$ cat config.mk
export PLATFORM = sky130hd
export DESIGN_NAME = tfp_core
export DESIGN_NICKNAME = d
export VERILOG_FILES = /design/src/hw/tfp_pkg.sv /design/src/hw/tfp_flag.sv /design/src/hw/tfp_core.sv
export SDC_FILE = /design/constraint.sdc
export NUM_CORES = 1
export LEC_CHECK = 0
export BUFFER_PORTS_ARGS = -buffer_cell sky130_fd_sc_hd__buf_2
export CORE_ASPECT_RATIO = 1.1
export CORE_MARGIN = 10
export CORE_UTILIZATION = 40
export DETAILED_ROUTE_END_ITERATION = 12
export HOLD_SLACK_MARGIN = 0.05
export PLACE_DENSITY = 0.75
export RECOVER_POWER = 100
export SLEW_MARGIN = 25
export SYNTH_ARGS = -nofsm -noshare
export SYNTH_HDL_FRONTEND = slang
export SYNTH_SLANG_ARGS = --single-unit
export TNS_END_PERCENT = 10
$ cat constraint.sdc
create_clock -name clk_sys_in -period 2.9 [get_ports clk_sys_in]
set_input_delay 0 -clock clk_sys_in [delete_from_list [all_inputs] [get_ports clk_sys_in]]
set_output_delay 0 -clock clk_sys_in [all_outputs]
set_load 0.02 [all_outputs]
$ cat src/hw/tfp_pkg.sv
package tfp_pkg;
  localparam int NUM_CHAN = 6;
  localparam int NUM_TRIG_CHAN = 4;
  localparam int NUM_EXT_TRIG = 16;
  // Register byte offsets
  localparam logic [7:0] STATUS_OFFSET = 8'h50;
  localparam logic [7:0] POLARITY_OFFSET = 8'h70;
  localparam logic [7:0] CONFIG_OFFSET = 8'h84;
  // Combined status word layout
  localparam int STAT_CHAN_LSB = 0;
  localparam int STAT_OVF_BIT = 8;
  // Configuration field positions
  localparam int CFG_SEL_LSB = 24;
  localparam int CFG_SEL_W = 4;
  localparam int CFG_SRC_BIT = 23;
  localparam int CFG_TPOL_BIT = 22;
  localparam int CFG_PAUSE_BIT = 19;
  localparam int CFG_RELOAD_BIT = 18;
  localparam int CFG_START_BIT = 16;
  // Values after reset
  localparam logic [5:0] POLARITY_RESET = 6'h00;
  localparam logic [3:0] SEL_RESET = 4'h0;
  localparam logic CFG_BIT_RESET = 1'b0;
  // Trigger source codes
  localparam logic SRC_EXTERNAL = 1'b0;
  localparam logic SRC_INTERNAL = 1'b1;
endpackage : tfp_pkg

$ cat src/hw/tfp_flag.sv
`timescale 1ns/1ps
module tfp_flag (
  // Clock and reset
  input wire logic clk_sys_in,
  input wire logic sys_rst_in,
  // Set and clear
  input wire logic set_in,
  input wire logic clear_in,
  // State
  output logic flag_out
);
  // Set wins over a clear landing in the same cycle
  always_ff @(posedge clk_sys_in) begin
    if (sys_rst_in) begin
      flag_out <= 1'b0;
    end else if (set_in) begin
      flag_out <= 1'b1;
    end else if (clear_in) begin
      flag_out <= 1'b0;
    end
  end
endmodule : tfp_flag

$ cat src/hw/tfp_core.sv
`timescale 1ns/1ps
module tfp_core #(
  parameter int NUM_CHAN = tfp_pkg::NUM_CHAN,
  parameter int NUM_EXT_TRIG = tfp_pkg::NUM_EXT_TRIG
) (
  // Clock and reset
  input wire logic clk_sys_in,
  input wire logic sys_rst_in,
  // APB slave
  input wire logic psel,
  input wire logic penable,
  input wire logic pwrite,
  input wire logic [7:0] paddr,
  input wire logic [31:0] pwdata,
  output logic [31:0] prdata,
  output logic pready,
  output logic pslverr,
  // Channel and counter events
  input wire logic [NUM_CHAN-1:0] chan_event_in,
  input wire logic [NUM_CHAN-1:0] chan_home_clear_in,
  input wire logic overflow_event_in,
  input wire logic overflow_home_clear_in,
  output logic [NUM_CHAN-1:0] channel_event_flag_out,
  output logic counter_overflow_flag_out,
  // Trigger inputs
  input wire logic [NUM_CHAN-1:0] chan_pin_in,
  input wire logic [NUM_EXT_TRIG-1:0] ext_trigger_in,
  // Counter control
  input wire logic counter_enable_in,
  input wire logic mode_pause_in,
  output logic [NUM_CHAN-1:0] channel_polarity_out,
  output logic counter_start_out,
  output logic counter_reload_out,
  output logic counter_pause_out,
  output logic count_permit_out
);
  localparam int TC = tfp_pkg::NUM_TRIG_CHAN;

  logic [NUM_CHAN-1:0] channel_polarity_bit;
  logic [3:0] trigger_select;
  logic trigger_source_select;
  logic trigger_polarity;
  logic pause_on_trigger;
  logic reload_on_trigger;
  logic start_on_trigger;
  logic setup_phase;
  logic write_strobe;
  logic sel_status;
  logic sel_polarity;
  logic sel_config;
  logic mapped;
  logic [31:0] status_word;
  logic [31:0] config_word;
  logic [31:0] next_rdata;
  logic [NUM_CHAN-1:0] pin_eff;
  logic [NUM_CHAN-1:0] pin_prev;
  logic [TC-1:0] chan_mask;
  logic int_level;
  logic int_rise;
  logic int_any_edge;
  logic ext_level;
  logic ext_prev;
  logic ext_rise;
  logic trig_level;
  logic trig_rise;
  logic reload_edge;
  logic started;
  logic [NUM_CHAN-1:0] chan_clear;
  logic ovf_clear;

  // Bus decode
  assign setup_phase = psel && !penable;
  assign write_strobe = psel && penable && pwrite && mapped;
  assign sel_status = paddr == tfp_pkg::STATUS_OFFSET;
  assign sel_polarity = paddr == tfp_pkg::POLARITY_OFFSET;
  assign sel_config = paddr == tfp_pkg::CONFIG_OFFSET;
  assign mapped = sel_status || sel_polarity || sel_config;
  assign pready = 1'b1;
  assign pslverr = psel && penable && !mapped;

  // Register images, reserved bits zero
  always_comb begin
    status_word = 32'h00000000;
    status_word[tfp_pkg::STAT_CHAN_LSB +: NUM_CHAN] = channel_event_flag_out;
    status_word[tfp_pkg::STAT_OVF_BIT] = counter_overflow_flag_out;
  end

  always_comb begin
    config_word = 32'h00000000;
    config_word[tfp_pkg::CFG_SEL_LSB +: tfp_pkg::CFG_SEL_W] = trigger_select;
    config_word[tfp_pkg::CFG_SRC_BIT] = trigger_source_select;
    config_word[tfp_pkg::CFG_TPOL_BIT] = trigger_polarity;
    config_word[tfp_pkg::CFG_PAUSE_BIT] = pause_on_trigger;
    config_word[tfp_pkg::CFG_RELOAD_BIT] = reload_on_trigger;
    config_word[tfp_pkg::CFG_START_BIT] = start_on_trigger;
  end

  always_comb begin
    next_rdata = 32'h00000000;
    if (sel_status) begin
      next_rdata = status_word;
    end else if (sel_polarity) begin
      next_rdata[NUM_CHAN-1:0] = channel_polarity_bit;
    end else if (sel_config) begin
      next_rdata = config_word;
    end
  end

  // Read data captured in the setup cycle
  always_ff @(posedge clk_sys_in) begin
    if (sys_rst_in) begin
      prdata <= 32'h00000000;
    end else if (setup_phase && !pwrite) begin
      prdata <= next_rdata;
    end
  end

  // Polarity register
  always_ff @(posedge clk_sys_in) begin
    if (sys_rst_in) begin
      channel_polarity_bit <= tfp_pkg::POLARITY_RESET;
    end else if (write_strobe && sel_polarity) begin
      channel_polarity_bit <= pwdata[NUM_CHAN-1:0];
    end
  end
  assign channel_polarity_out = channel_polarity_bit;

  // Trigger configuration fields
  always_ff @(posedge clk_sys_in) begin
    if (sys_rst_in) begin
      trigger_select <= tfp_pkg::SEL_RESET;
      trigger_source_select <= tfp_pkg::CFG_BIT_RESET;
      trigger_polarity <= tfp_pkg::CFG_BIT_RESET;
      pause_on_trigger <= tfp_pkg::CFG_BIT_RESET;
      reload_on_trigger <= tfp_pkg::CFG_BIT_RESET;
      start_on_trigger <= tfp_pkg::CFG_BIT_RESET;
    end else if (write_strobe && sel_config) begin
      trigger_select <= pwdata[tfp_pkg::CFG_SEL_LSB +: tfp_pkg::CFG_SEL_W];
      trigger_source_select <= pwdata[tfp_pkg::CFG_SRC_BIT];
      trigger_polarity <= pwdata[tfp_pkg::CFG_TPOL_BIT];
      pause_on_trigger <= pwdata[tfp_pkg::CFG_PAUSE_BIT];
      reload_on_trigger <= pwdata[tfp_pkg::CFG_RELOAD_BIT];
      start_on_trigger <= pwdata[tfp_pkg::CFG_START_BIT];
    end
  end

  // Flags, one sticky cell each
  assign chan_clear = chan_home_clear_in | ({NUM_CHAN{write_strobe && sel_status}}
    & pwdata[tfp_pkg::STAT_CHAN_LSB +: NUM_CHAN]);
  assign ovf_clear = overflow_home_clear_in
    || (write_strobe && sel_status && pwdata[tfp_pkg::STAT_OVF_BIT]);

  for (genvar i = 0; i < NUM_CHAN; i++) begin : g_chan_flag
    tfp_flag u_flag (
      .clk_sys_in(clk_sys_in),
      .sys_rst_in(sys_rst_in),
      .set_in(chan_event_in[i]),
      .clear_in(chan_clear[i]),
      .flag_out(channel_event_flag_out[i])
    );
  end

  tfp_flag u_ovf_flag (
    .clk_sys_in(clk_sys_in),
    .sys_rst_in(sys_rst_in),
    .set_in(overflow_event_in),
    .clear_in(ovf_clear),
    .flag_out(counter_overflow_flag_out)
  );

  // Internal trigger from polarity-adjusted pins
  assign pin_eff = chan_pin_in ^ channel_polarity_bit;
  assign chan_mask = trigger_select[TC-1:0];
  assign int_level = |(pin_eff[TC-1:0] & chan_mask);
  assign int_rise = |(pin_eff[TC-1:0] & ~pin_prev[TC-1:0] & chan_mask);
  assign int_any_edge = |((pin_eff[TC-1:0] ^ pin_prev[TC-1:0]) & chan_mask);

  // External trigger
  assign ext_level = ext_trigger_in[trigger_select] ^ trigger_polarity;
  assign ext_rise = ext_level && !ext_prev;

  always_ff @(posedge clk_sys_in) begin
    if (sys_rst_in) begin
      pin_prev <= '0;
      ext_prev <= 1'b0;
    end else begin
      pin_prev <= pin_eff;
      ext_prev <= ext_level;
    end
  end

  // Source choice and debug/doze gating
  always_comb begin
    if (trigger_source_select == tfp_pkg::SRC_INTERNAL) begin
      trig_level = int_level;
      trig_rise = int_rise;
      reload_edge = int_any_edge;
    end else begin
      trig_level = ext_level;
      trig_rise = ext_rise;
      reload_edge = ext_rise;
    end
  end

  assign counter_start_out = start_on_trigger && trig_rise && !mode_pause_in;
  assign counter_reload_out = reload_on_trigger && reload_edge && !mode_pause_in;
  assign counter_pause_out = pause_on_trigger && trig_level && !mode_pause_in;

  // Start gate: rearmed whenever the counter is disabled
  always_ff @(posedge clk_sys_in) begin
    if (sys_rst_in) begin
      started <= 1'b0;
    end else if (!counter_enable_in) begin
      started <= 1'b0;
    end else if (counter_start_out) begin
      started <= 1'b1;
    end
  end

  assign count_permit_out = counter_enable_in && !counter_pause_out
    && (!start_on_trigger || started || counter_start_out);
endmodule : tfp_core

## Word level (Yosys, flattened, before mapping)

Index checks and enable logic that the tools add are counted.

- Magnitude comparators: 1
- Equality and inequality tests: 3
- Mux-type cells: 23
- Bitwise gates (word level): 11
- Reduce and logical (&&, ||, !) cells: 42

Operators with widths:

| operator | number |
|---|---|
| two-way mux 32 bit | 1 |
| two-way mux 28 bit | 1 |
| two-way mux 26 bit | 1 |
| logical AND 1 bit | 19 |
| two-way mux 1 bit | 18 |
| bitwise AND 4 bit | 4 |
| == test 8 x 7 -> 1 bit (second input constant) | 2 |
| nonzero test 2 bit | 7 |
| OR reduction 4 bit | 3 |
| == test 8 bit (second input constant) | 1 |
| XOR 4 bit | 2 |
| zero test 1 bit | 7 |
| bitwise AND 6 bit | 1 |
| two-way mux 6 bit | 1 |
| bitwise OR 6 bit | 1 |
| logical OR 1 bit | 5 |
| less-than comparator 4 x 5 -> 1 bit (second input constant) | 1 |
| binary-select mux 1 bit (select 4 bit) | 1 |
| NOT 4 bit | 1 |
| OR reduction 2 bit | 1 |
| NOT 1 bit | 1 |
| XOR 1 bit | 1 |

- Bits in registers: 60
- Output and inout port bits: 51

## Logic depth before layout (Yosys ltp)

- Depth after elaboration: 9
- Gate-level depth with buffers: 7
- Gate-level depth less buffers: 7

## Modules after synthesis

Synthesis repeated with hierarchy kept, for this count alone.

- Cells, all modules: 244
- Area, all modules: 2290.9 sq um

By module, submodules not included:

| module | instances | cells an instance | area an instance (sq um) | seq. area each (sq um) |
|---|---|---|---|---|
| tfp_core | 1 | 216 | 2019.4 | 740.7 |
| tfp_flag | 7 | 4 | 38.8 | 20.0 |

## Least setup slack after synthesis

OpenSTA, ideal clock, no wires.

- Kind: reg-to-output
- Start point: register trigger_select[0], in the netlist chan_mask[0]
- End point: output counter_reload_out
- Data arrival time: 2614 ps
- Data required time: 2900 ps
- Slack: 286 ps
- Cell stages (with the launch flop): 7
- Path buffers: 1
- Cells stage by stage: dfxtp_1 -> buf_6 -> mux4_1 -> mux4_2 -> xor2_1 -> a21oi_1 -> nor4b_1

- Longest elaborated chain between the ends: 7
- Elaborated cells between the ends (all ways): 9

RTL lines:

| what | RTL line | RTL |
|---|---|---|
| from (decl) | tfp_core.sv:40 | `logic [3:0] trigger_select;` |
| from (signal assigned) | tfp_core.sv:131 | `trigger_select <= tfp_pkg::SEL_RESET;` |
| from (signal assigned) | tfp_core.sv:138 | `trigger_select <= pwdata[tfp_pkg::CFG_SEL_LSB +: tfp_pkg::CFG_SEL_W];` |
| binary-select mux 1 bit (select 4 bit) | tfp_core.sv:179 | `assign ext_level = ext_trigger_in[trigger_select] ^ trigger_polarity;` |
| two-way mux 1 bit (implied by the code) | tfp_core.sv:179 |  |
| XOR 1 bit | tfp_core.sv:179 |  |
| logical AND 1 bit | tfp_core.sv:180 | `assign ext_rise = ext_level && !ext_prev;` |
| two-way mux 1 bit (*) | tfp_core.sv:194 | `if (trigger_source_select == tfp_pkg::SRC_INTERNAL) begin` |
| logical AND 1 bit (*) (2 in a row) | tfp_core.sv:206 | `assign counter_reload_out = reload_on_trigger && reload_edge && !mode_pause_in;` |
| to (decl) | tfp_core.sv:33 | `output logic counter_reload_out,` |

Mark *: on every way between the ends. The rest lies on a longest branch, timed or not. The select of a mux whose other input is x is not followed.

## Final worst setup path

- Start point: register trigger_select[0], in the netlist chan_mask[0]
- End point: output count_permit_out

- Longest elaborated chain between the ends: 9
- Elaborated cells between the ends (all ways): 18

RTL lines:

| what | RTL line | RTL |
|---|---|---|
| binary-select mux 1 bit (select 4 bit) | tfp_core.sv:179 |  |
| two-way mux 1 bit (implied by the code) | tfp_core.sv:179 |  |
| XOR 1 bit | tfp_core.sv:179 |  |
| two-way mux 1 bit or logical AND 1 bit (tied branches) | tfp_core.sv:194, tfp_core.sv:180 |  |
| logical AND 1 bit or two-way mux 1 bit (tied branches) | tfp_core.sv:207, tfp_core.sv:194 |  |
| logical AND 1 bit, on equally long branches | tfp_core.sv:207, tfp_core.sv:205 |  |
| zero test 1 bit or logical AND 1 bit (tied branches) | tfp_core.sv:220, tfp_core.sv:205 |  |
| logical AND 1 bit or logical OR 1 bit (tied branches) | tfp_core.sv:220, tfp_core.sv:221 |  |
| logical AND 1 bit (*) | tfp_core.sv:221 | `&& (!start_on_trigger \|\| started \|\| counter_start_out);` |
| to (decl) | tfp_core.sv:35 | `output logic count_permit_out` |

Marked as above.

==> key figures <==
Pwr
  • Max rail drop VDD: 0.307 mV
  • Tot Pwr: 1220 uW
  • Switching Fraction: 26.4%
  • Combinational share of power: 15.5%
  • Reg power frac: 51.1%
  • Cell-internal power: 901 uW
  • Leak: 0.00132 uW
  • Clock power frac: 33.4%
  • Cell Pwr Density: 400 nW/um2
  • P_sw: 323 uW

Routing
  • Drt initial violations: 94
  • Post-DR vias/cell: 4.88
  • DRT met1 WL: 2580 um
  • Uppermost layer routed: met4
  • Antenna Violating Nets Remaining: 0
  • Average wire per standard cell: 14.9 um
  • Vias: 2,258
  • Drc violations: 0
  • Met3 Routed Length: 775 um
  • DRT Wirelength: 6880 um
  • DRT Pass-1 Iters: 5
  • Routed wl met2: 3450 um

Clock tree
  • CTS Sinks: 44
  • Root Buffer: clkbuf_8
  • CTS tree: yes
  • Setup bufs post-CTS: 0
  • Clock transition at the registers of the reported paths: 0.08 ns
  • H-tree depth: 2
  • Worst skew pair latency: 0.30 ns
  • Num CTS Buffers: 5
  • Maximum buffer depth of the clock tree: 2

Synthesis
  • Synth Cell Area: 2250 um2
  • Top_reg_cell synth: dfxtp_1
  • Post-synth EDFFs: 0
  • Synth unique cells: 37
  • Synth Warn #: 0
  • Ys async rst share: 0%
  • Area contributors post-synth: dfxtp_1, buf_4, nand2_1, a21oi_1, nor2_1
  • Synthesized instance count: 270
  • Syn_area_per_cell: 8.32 um2
  • Synth area leader: dfxtp_1
  • Yosys top cell area share: 39.2%
  • Seq cells post-synth: 44
  • Seq/Total Area, Yosys: 39.2%

Critical path
  • Crit Path Class: reg2out
  • Critical path arrival: 2.71 ns
  • Setup crit start kind: register
  • Setup crit end kind: output port
  • Max FO, Critical Path: 9
  • Required time of the critical path: 2.90 ns

STA
  • Fin Clk Skew: 0.00917 ns
  • Hold WS: 0.0577 ns
  • Min Clock Period, post-route: 2.71 ns
  • Worst Tran Pin Value: 0.824 ns
  • Max frequency: 369 MHz
  • Setup TNS Final: 0 ns
  • Final period util: 93.5%
  • Slew margin rel.: 44.7%
  • Final hold vios: 0
  • Final worst slack: 0.190 ns
  • Final Max Slew Viols: 0
  • RSZ-0062 raised after global routing: no
  • Final setup viols: 0

Floorplanning
  • Die Width: 91.4 um
  • Initial Util: 41.4%
  • Cell Rows: 28
  • Die area: 9020 um2
  • Die Y: 98.6 um
  • IO Count: 134
  • Core Region: 5430 um2

Final layout
  • Filler instances: 518
  • Nets@finish: 474
  • Final Core Density: 56.3%
  • Antenna cells: 0
  • Layout cell share with drive strength beyond 1: 21.1%
  • Area growth, synth to finish: 36.2%
  • Reg area: 885 um2
  • Area taken by multi-input logic gates: 1130 um2

Job
  • Max cap viols: 0

Place
  • Pre-CTS worst setup slack: 0.255 ns
  • Post-DP HPWL: 5190 um
  • GP Congestion: 0.814
  • Port buffer count: 98

Status
  • Status: finished clean

Global route
  • Tot GR Track Use: 14.9%
  • Antenna violations before repair: 0
  • First-pass GRT wire length: 11,200 um
  • Largest net degree at the start of global routing: 45
  • Number of global-route vias before repair: 2,387
  • Gr ovfl total: 0

Min path
  • Worst Hold Class: in2reg
synth_stat cells, types with 2 or more instances:
cell type	number
a221oi_1	6
nand3_1	12
nor4b_1	2
clkbuf_1	12
conb_1	2
a22oi_1	2
ha_1	4
nor4_1	2
mux4_2	2
dfxtp_1	44
nand2_1	38
a31oi_1	7
a21oi_1	20
mux4_1	3
a311oi_1	2
nor2_1	24
inv_1	19
nor2b_1	7
mux2i_1	6
nor3b_1	2
nor3_1	11
xor2_1	5
buf_4	24
final timing paths:
| kind | startpoint | end | slack, ns | depth (start not counted) |
|---|---|---|---|---|
| worst max-delay path | chan_mask[0] | count_permit_out | 0.19 | 6 |
| worst min-delay path | chan_pin_in[1] | pin_prev[1] | 0.06 | 3 |
| worst max register to register | chan_mask[0] | started | 0.20 | 6 |
| worst min register to register | prdata[27] | prdata[27] | 0.45 | 2 |
final cells by class:
class	count	area share, %
multi-input combinational	185	37.0
clock buffer	6	2.70
timing repair buffer	132	25.5
tap	75	3.07
inverter	19	2.33
clock inverter	2	0.450
sequential	44	28.9
registers in the layout, summed over array words and instances, names as in the netlist, 4 cells and up:
register                     flops
channel_polarity_out             6
prdata                          16
g_chan_flag.u_flag.flag_out      6
pin_prev                         4
chan_mask                        4
power groups by stage:
stage	clock (uW)	combinational, uW	sequential [uW]
after floorplan	0	105	644
after CTS	417	190	626
final	409	190	625
after detailed placement	0	156	640
after global placement	0	151	639
after global routing	448	210	627
critical path, stage by stage, from the launching register on:
cell,delay (ns)
dfxtp_4,0.42
mux4_1,0.56
mux4_2,0.50
xor2_2,0.23
a21oi_1,0.17
a2111oi_2,0.31
clkbuf_2,0.23
cells in the final DEF, fill, tap and decap left out, types with 2 or more instances in the layout:
cell type,instances
buf_2,64
dfxtp_1,43
nand2_1,38
clkbuf_1,34
dlygate4sd3_1,32
nor2_1,24
a21oi_1,20
inv_1,19
conb_1,17
nand3_1,12
nor3_1,11
nor2b_1,7
a31oi_1,7
a221oi_1,6
mux2i_1,6
clkbuf_8,6
xor2_1,4
ha_1,4
mux4_1,3
mux4_2,2
a311oi_1,2
nor4b_1,2
a22oi_1,2
nor4_1,2
what timing repair did:
| item | 4_1_cts | 5_1_grt |
|---|---|---|
| endpoints found under the hold margin | 24 | 0 |
| gates resized for setup | 1 | 2 |
| hold buffers | 32 | 0 |
| setup endpoints to repair | 2 | 3 |
| pin swaps | 0 | 0 |
logic make-up (layout without fill, tap and decap cells):
logic type,after synthesis,count (layout),synth area share (%)
AO/OA/AOI/OAI,44,44,12.9
XOR/XNOR,5,5,1.95
adder cells (fa/ha/maj),4,4,2.23
buffers and inverters,56,159,13.7
flip-flops,44,44,39.2
multiplexers,11,11,8.19
other,2,17,0.334
AND/OR/NAND/NOR,104,104,21.4
layer usage:
layer	global-route usage, %	vias up
met1	15.8	1026
met4	3.62	0
met3	7.66	9
met5	0	-
met2	25.8	99
li1	-	1124
metrics by stage:
stage / area [um2] / instances
5_1_grt: 3060 / 463
2_1_floorplan: 2300 / 285
6_report: 3060 / 463
3_5_place_dp: 2670 / 423
4_1_cts: 3090 / 463
3_3_place_gp: 2670 / 423
No activity file was read; power rests on OpenSTA's default activity.
